<file path="src/core/time_sync_aux_pkg.sv">
// constants for the time sync auxiliary pin unit
package time_sync_aux_pkg;
	localparam logic [15:0] off_sync_pin_assignment = 16'h003c;
	localparam logic [15:0] off_rx_stamp_message_filter = 16'h5f50;
	localparam logic [15:0] off_freq_clock0_half_period = 16'hb654;
	localparam logic [15:0] off_freq_clock1_half_period = 16'hb658;
	localparam logic [15:0] off_aux_capture0_nanoseconds = 16'hb65c;
	localparam logic [15:0] off_aux_capture0_seconds = 16'hb660;
	localparam logic [15:0] off_aux_capture1_nanoseconds = 16'hb664;
	localparam logic [15:0] off_aux_capture1_seconds = 16'hb668;
	localparam logic [15:0] off_aux_time_control = 16'hb640;
	localparam int half_period_msb = 29;
	localparam int rx_filter_width = 16;
	localparam int pin_assign_width = 18;
	localparam int cap0_sel_lsb = 0;
	localparam int cap0_en_bit = 2;
	localparam int cap1_sel_lsb = 3;
	localparam int cap1_en_bit = 5;
	localparam int pin_event_lsb = 6;
	localparam int pin_field_stride = 3;
	localparam int ctl_clk0_en_bit = 2;
	localparam int ctl_clk1_en_bit = 5;
	localparam int ctl_cap0_en_bit = 8;
	localparam int ctl_cap0_taken_bit = 9;
	localparam int ctl_cap1_en_bit = 10;
	localparam int ctl_cap1_taken_bit = 11;
	localparam logic [1:0] event_target0 = 2'h0;
	localparam logic [1:0] event_target1 = 2'h1;
	localparam logic [1:0] event_freq0 = 2'h2;
	localparam logic [1:0] event_freq1 = 2'h3;
	localparam int clk_period_ns = 25;
	localparam logic [31:0] reg_reset = 32'h0;
endpackage

</file>
<file path="src/core/freq_clock_gen.sv">
// one programmable half-period clock generator
`timescale 1ns/1ps
`default_nettype none
module freq_clock_gen
	import time_sync_aux_pkg::*;
#(
	parameter int step_ns = clk_period_ns
) (
	input wire logic pclk,
	input wire logic presetn,
	input wire logic enable,
	input wire logic [half_period_msb:0] half_period,
	output logic clk_out
);
	logic [half_period_msb+1:0] elapsed;

	// accumulate nanoseconds; toggle each time the programmed half period is crossed
	always_ff @(posedge pclk or negedge presetn) begin
		if (!presetn) begin
			elapsed <= '0;
			clk_out <= 1'b0;
		end else if (!enable) begin
			elapsed <= '0;
			clk_out <= 1'b0;
		end else if (elapsed + (half_period_msb+2)'(step_ns) >= {1'b0, half_period}) begin
			// keep remainder so the average period stays exact despite 25 ns steps
			elapsed <= elapsed + (half_period_msb+2)'(step_ns) - {1'b0, half_period};
			clk_out <= ~clk_out;
		end else begin
			elapsed <= elapsed + (half_period_msb+2)'(step_ns);
		end
	end
endmodule
`default_nettype wire

</file>
<file path="src/core/time_sync_aux_pin_unit.sv">
// auxiliary time sync pin unit: frequency clocks, aux captures, pin routing
`timescale 1ns/1ps
`default_nettype none
module time_sync_aux_pin_unit
	import time_sync_aux_pkg::*;
#(
	parameter int pin_count = 4
) (
	input wire logic pclk,
	input wire logic presetn,
	input wire logic psel,
	input wire logic penable,
	input wire logic pwrite,
	input wire logic [15:0] paddr,
	input wire logic [31:0] pwdata,
	output logic [31:0] prdata,
	output logic pready,
	output logic pslverr,
	input wire logic [31:0] system_time_seconds,
	input wire logic [29:0] system_time_nanoseconds,
	input wire logic target_time0_event,
	input wire logic target_time1_event,
	input wire logic [pin_count-1:0] soft_defined_pin_in,
	output logic [pin_count-1:0] soft_defined_pin_out,
	output logic [pin_count-1:0] soft_defined_pin_oe,
	output logic [7:0] v1_control_match,
	output logic [7:0] v2_message_type_match
);
	logic [pin_assign_width-1:0] sync_pin_assignment;
	logic [rx_filter_width-1:0] rx_stamp_message_filter;
	logic [half_period_msb:0] freq_clock0_half_period;
	logic [half_period_msb:0] freq_clock1_half_period;
	logic freq_clock0_enable, freq_clock1_enable;
	logic capture0_enable, capture1_enable;
	logic [1:0] captured_valid;
	logic [29:0] captured_nanoseconds [2];
	logic [31:0] captured_seconds [2];
	logic [pin_count-1:0] pin_prev;
	logic [1:0] trigger;
	logic [1:0] high_read;
	logic freq_clk0, freq_clk1;
	logic wr, rd;

	assign wr = psel && penable && pwrite;
	assign rd = psel && penable && !pwrite;
	assign pready = 1'b1;
	assign pslverr = 1'b0;
	assign high_read[0] = rd && paddr == off_aux_capture0_seconds;
	assign high_read[1] = rd && paddr == off_aux_capture1_seconds;

	always_ff @(posedge pclk or negedge presetn) begin
		if (!presetn) begin
			sync_pin_assignment <= '0;
			rx_stamp_message_filter <= '0;
			freq_clock0_half_period <= '0;
			freq_clock1_half_period <= '0;
			freq_clock0_enable <= 1'b0;
			freq_clock1_enable <= 1'b0;
			capture0_enable <= 1'b0;
			capture1_enable <= 1'b0;
		end else if (wr) begin
			unique case (paddr)
				off_sync_pin_assignment: sync_pin_assignment <= pwdata[pin_assign_width-1:0];
				off_rx_stamp_message_filter: rx_stamp_message_filter <= pwdata[15:0];
				// full 30-bit field kept so 125/250/500 ms half periods still fit
				off_freq_clock0_half_period: freq_clock0_half_period <= pwdata[29:0];
				off_freq_clock1_half_period: freq_clock1_half_period <= pwdata[29:0];
				off_aux_time_control: begin
					freq_clock0_enable <= pwdata[ctl_clk0_en_bit];
					freq_clock1_enable <= pwdata[ctl_clk1_en_bit];
					capture0_enable <= pwdata[ctl_cap0_en_bit];
					capture1_enable <= pwdata[ctl_cap1_en_bit];
				end
				default: ;
			endcase
		end
	end

	assign v1_control_match = rx_stamp_message_filter[7:0];
	assign v2_message_type_match = rx_stamp_message_filter[15:8];

	freq_clock_gen gen0 (
		.pclk(pclk),
		.presetn(presetn),
		.enable(freq_clock0_enable),
		.half_period(freq_clock0_half_period),
		.clk_out(freq_clk0)
	);

	freq_clock_gen gen1 (
		.pclk(pclk),
		.presetn(presetn),
		.enable(freq_clock1_enable),
		.half_period(freq_clock1_half_period),
		.clk_out(freq_clk1)
	);

	// pin inputs are synchronous; one stage remembers the previous level for edge detect
	always_ff @(posedge pclk or negedge presetn) begin
		if (!presetn) begin
			pin_prev <= '0;
		end else begin
			pin_prev <= soft_defined_pin_in;
		end
	end

	always_comb begin
		logic [1:0] s0, s1;
		s0 = sync_pin_assignment[cap0_sel_lsb +: 2];
		s1 = sync_pin_assignment[cap1_sel_lsb +: 2];
		trigger[0] = capture0_enable && sync_pin_assignment[cap0_en_bit]
			&& (soft_defined_pin_in[s0] != pin_prev[s0]);
		trigger[1] = capture1_enable && sync_pin_assignment[cap1_en_bit]
			&& (soft_defined_pin_in[s1] != pin_prev[s1]);
	end

	genvar c;
	generate
		for (c = 0; c < 2; c++) begin : g_cap
			always_ff @(posedge pclk or negedge presetn) begin
				if (!presetn) begin
					captured_valid[c] <= 1'b0;
					captured_nanoseconds[c] <= '0;
					captured_seconds[c] <= '0;
				end else if (trigger[c] && (!captured_valid[c] || high_read[c])) begin
					// a trigger in the releasing read's cycle is kept, not lost
					captured_valid[c] <= 1'b1;
					captured_nanoseconds[c] <= system_time_nanoseconds;
					captured_seconds[c] <= system_time_seconds;
				end else if (high_read[c]) begin
					captured_valid[c] <= 1'b0;
				end
			end
		end
	endgenerate

	genvar p;
	generate
		for (p = 0; p < pin_count; p++) begin : g_pin
			logic [1:0] sel;
			logic en;
			assign sel = sync_pin_assignment[pin_event_lsb + p*pin_field_stride +: 2];
			assign en = sync_pin_assignment[pin_event_lsb + p*pin_field_stride + 2];
			assign soft_defined_pin_oe[p] = en;
			always_ff @(posedge pclk or negedge presetn) begin
				if (!presetn) begin
					soft_defined_pin_out[p] <= 1'b0;
				end else if (!en) begin
					soft_defined_pin_out[p] <= 1'b0;
				end else begin
					unique case (sel)
						event_target0: soft_defined_pin_out[p] <= target_time0_event;
						event_target1: soft_defined_pin_out[p] <= target_time1_event;
						event_freq0: soft_defined_pin_out[p] <= freq_clk0;
						event_freq1: soft_defined_pin_out[p] <= freq_clk1;
					endcase
				end
			end
		end
	endgenerate

	always_ff @(posedge pclk or negedge presetn) begin
		if (!presetn) begin
			prdata <= reg_reset;
		end else if (psel && !penable && !pwrite) begin
			unique case (paddr)
				off_sync_pin_assignment: prdata <= {14'h0, sync_pin_assignment};
				off_rx_stamp_message_filter: prdata <= {16'h0, rx_stamp_message_filter};
				off_freq_clock0_half_period: prdata <= {2'h0, freq_clock0_half_period};
				off_freq_clock1_half_period: prdata <= {2'h0, freq_clock1_half_period};
				off_aux_capture0_nanoseconds: prdata <= {2'h0, captured_nanoseconds[0]};
				off_aux_capture0_seconds: prdata <= captured_seconds[0];
				off_aux_capture1_nanoseconds: prdata <= {2'h0, captured_nanoseconds[1]};
				off_aux_capture1_seconds: prdata <= captured_seconds[1];
				off_aux_time_control: begin
					prdata <= '0;
					prdata[ctl_clk0_en_bit] <= freq_clock0_enable;
					prdata[ctl_clk1_en_bit] <= freq_clock1_enable;
					prdata[ctl_cap0_en_bit] <= capture0_enable;
					prdata[ctl_cap0_taken_bit] <= captured_valid[0];
					prdata[ctl_cap1_en_bit] <= capture1_enable;
					prdata[ctl_cap1_taken_bit] <= captured_valid[1];
				end
				default: prdata <= '0;
			endcase
		end
	end
endmodule
`default_nettype wire

</file>
<file path="config.mk">
export PLATFORM = sky130hd
export DESIGN_NAME = time_sync_aux_pin_unit
export DESIGN_NICKNAME = d
export VERILOG_FILES = /design/src/core/time_sync_aux_pkg.sv /design/src/core/freq_clock_gen.sv /design/src/core/time_sync_aux_pin_unit.sv
export SDC_FILE = /design/constraint.sdc
export NUM_CORES = 1
export LEC_CHECK = 0
export BUFFER_PORTS_ARGS = -buffer_cell sky130_fd_sc_hd__buf_2
export CORE_ASPECT_RATIO = 2
export CORE_MARGIN = 1.5
export CORE_UTILIZATION = 35
export DETAILED_ROUTE_END_ITERATION = 10
export GPL_TIMING_DRIVEN = 1
export PLACE_DENSITY_LB_ADDON = 0.08
export SLEW_MARGIN = 20
export SYNTH_ARGS = -nofsm -noshare
export SYNTH_HDL_FRONTEND = slang
export SYNTH_SLANG_ARGS = --single-unit
</file>
<file path="constraint.sdc">
create_clock -name pclk -period 5.8 [get_ports pclk]
set_input_delay 0.58 -clock pclk [delete_from_list [all_inputs] [get_ports pclk]]
set_output_delay 0.58 -clock pclk [all_outputs]
set_load 0.05 [all_outputs]
</file>
==> results.cfg <==
[outcome]
run_status = completed

[synth]
synth_fa_ha_area_frac = 0.04496
synth_top_family_by_area = compound AO/OA/AOI/OAI gates
ys_top_cells_by_area = dfrtp_1 (45%), mux2_2 (10%), ha_1 (4.3%)
synthFlopType = dfrtp_1
synth-xor-area-share = 0.05310
synth_compound_area_frac = 0.1734
synthArstFlopShare = 1.000
synth-warning-count = 0
synth.avg_cell_area_um2 = 10.19
syn_nets = 1965
synth.mux.area_fraction = 0.1172
ys_seq_elements = 328
synth_top_area_frac = 0.4524
netlist_area_mm2 = 0.01814
seq_area_frac_synth = 0.4524
synth-edff-count = 0
synth_cells = 1780
synth_area_leader_cell = dfrtp_1
synthSimpleGateAreaFrac = 0.1161
ys_types = 87

[pwr]
power.share.switching = 0.2224
p_total_mw = 4.940
powerDensity_mw_per_mm2 = 235.9
p_comb_frac = 0.032
p_clk_frac = 0.505
power_leakage_nw = 10.28
power_frac_seq = 0.463
internal_power_mw = 3.841
p_switching_mw = 1.099
ir_worst_vdd_mv = 0.2307

[setup_path]
required_ns = 6.21
cp-start-kind = flip-flop
r2r-start = gen0.elapsed[0]
cp_cell_sequence = ha_1 -> a21oi_1 -> a21boi_2 -> nand2_2 -> nor2_1 -> nand3_1 -> xnor2_1 -> ha_1 -> nand4_1 -> a21oi_1 -> and3b_1 -> o2111ai_2 -> a31oi_4 -> o21ai_0 -> o32ai_1
path_buf_inv = 0
crit_family = compound AO/OA/AOI/OAI gates
worstSetupPathType = flip-flop to flip-flop
crit_start = gen0.elapsed[0]
worst_path_max_delay_cell = a31oi_4
crit_path_end_kind = flip-flop
path_max_fanout = 30
arrival_ns = 5.06
slowest_delay_ns = 0.80

[finish]
fin_cells = 2609
final_util = 0.4099
synthToLayoutAreaGrowth_pct = 15.41
antennaDiodeCount = 0
final_area_mm2 = 0.02094
num-nets-final = 2115
drive_above_1_share = 0.2450

[drt]
wl_mm = 58.65
firstDrtPassIters = 6
drtIter0Drc = 823
vias = 14310
drt-wirelength-per-cell_um = 22.48
drc = 0
antenna_left = 0
avgViaCountPerCell = 5.485

[placement]
gp_congestion = 0.8730
place_inst = 2547
hpwlAfterDp_mm = 44.44
io_buffers = 174
placed_area_mm2 = 0.01967

[global_routing]
grt_pass1_vias = 15013
antenna_found_initial = 3
grt_usage = 0.2214
overflow = 0
grt_max_degree = 148
grt_pass1_wl_mm = 89.44

[sta]
fmax_mhz = 215.1
rsz0062_at_grt = false
worst_slew_pin_slew_ns = 1.086
period_share = 0.8016
hold_viol_final = 0
maxSlewHeadroom = 0.2758
setup_viol = 0
tns_ns = 0
skew_ns = 0.02238
slew_violations = 0
period_needed_ns = 4.649

[cts]
postCtsSetupBuffers = 0
clockRootBuffer = clkbuf_16
cts_made_buffers = 35
cts_sinks = 328
insertion_delay_ns = 0.53
hold_buffers = 0
cts.path.max_buffers = 3
cts.clk_slew.worst_paths_ns = 0.07
ctsResizeCount = 0
cts_tree = yes
htree_levels = 2

[floorplan]
die_x_um = 164
die_h_um = 325
dieArea_mm2 = 0.05330
coreArea_mm2 = 0.05109
start_util = 0.3552
pin_count = 179
rows = 117

[worst_hold_path]
hold_path_class = primary input to asynchronous set/reset pin

[run]
cap_viol_max_count = 0
logic make-up after synthesis:
family	after synthesis
DFF	328
AOI/OAI and AO/OA	471
xor gates and xnor gates	110
muxes	187
adders and majority gates	64
buffers and inverters	177
and+or+nand+nor	441
other	2
worst paths after layout:
check                      slack, ns  cells after the start               end
setup reg to reg                1.15                     15  gen0.elapsed[25]
max in group asynchronous       4.39                      2         prdata[0]
hold / removal                 0.003                      1  gen0.elapsed[29]
hold reg to reg                 0.48                      1         prdata[0]
setup / recovery                1.15                     15  gen0.elapsed[25]
min in group pclk               0.17                      1       pin_prev[3]
metrics by stage:
step,hold slack (ns),worst slack [ns]
finish,0.002890,1.151
global route,0.05607,0.8939
CTS,0.03638,1.134
detailed placement,0.4640,1.154
global placement,0.4581,1.210
floorplan,0.2844,2.149
cell usage in the layout (no fill, tap or decap), types with 15 or more instances in the layout:
cell / Yosys / layout
and3_1: 16 / 16
a211oi_1: 15 / 15
a221oi_1: 18 / 18
xnor2_1: 64 / 64
nor3_1: 29 / 27
a222oi_1: 22 / 22
mux2_2: 164 / 164
ha_1: 62 / 62
a21o_1: 44 / 44
nand3_1: 45 / 45
a21oi_1: 81 / 81
inv_1: 88 / 88
nand4_1: 21 / 21
nor2_1: 70 / 65
clkbuf_16: 0 / 35
xor2_1: 46 / 46
nand2_1: 194 / 194
dfrtp_1: 328 / 328
buf_4: 8 / 27
o21ai_0: 148 / 148
buf_2: 21 / 173
a22oi_1: 35 / 35
a31oi_1: 23 / 23
mux2i_1: 19 / 19
synthesized netlist by cell type (11+ instances only):
master,number
a211oi_1,15
a21o_1,44
a21oi_1,81
a221oi_1,18
a222oi_1,22
a22oi_1,35
a31oi_1,23
and2_1,11
and3_1,16
buf_2,21
clkbuf_1,53
dfrtp_1,328
ha_1,62
inv_1,88
mux2_2,164
mux2i_1,19
nand2_1,194
nand3_1,45
nand4_1,21
nor2_1,70
nor2b_1,11
nor3_1,29
o21ai_0,148
o21bai_1,11
xnor2_1,64
xor2_1,46
sequential cells by signal (all words and copies together), names as in the netlist:
name	cells
capture0_enable	1
capture1_enable	1
captured_nanoseconds	60
captured_seconds	64
captured_valid	2
freq_clock0_enable	1
freq_clock0_half_period	30
freq_clock1_enable	1
freq_clock1_half_period	30
gen0.clk_out	1
gen0.elapsed	31
gen1.clk_out	1
gen1.elapsed	31
pin_prev	4
prdata	32
rx_stamp_message_filter	16
soft_defined_pin_out	4
sync_pin_assignment	18
final cells by class:
| cell class | instances | area (um2) |
|---|---|---|
| inverters | 88 | 330.3 |
| repair buffers | 202 | 1104 |
| well taps | 654 | 818.3 |
| clock inverters | 17 | 255.2 |
| flip-flops and latches | 328 | 8208 |
| multi-input cells | 1275 | 9213 |
| fillers | 5029 | 30150 |
| clock buffers | 45 | 1013 |
power groups by stage:
stage                     Combinational (mW)  Sequential [mW]  Clock [mW]
after detailed placement               0.162             2.33           0
final                                  0.158             2.29        2.49
after global routing                   0.177             2.29        2.65
after floorplan                       0.0307             2.33           0
after CTS                              0.163             2.29        2.58
after global placement                 0.160             2.33           0
layer usage:
metal | global-route usage | share of wire | vias up
li1 | - | - | 6704
met1 | 0.2491 | 0.38 | 7176
met2 | 0.4191 | 0.54 | 341
met3 | 0.02295 | 0.040 | 85
met4 | 0.08182 | 0.037 | 4
met5 | 0 | 0.00039 | -
No activity file was read; power rests on OpenSTA's default activity.
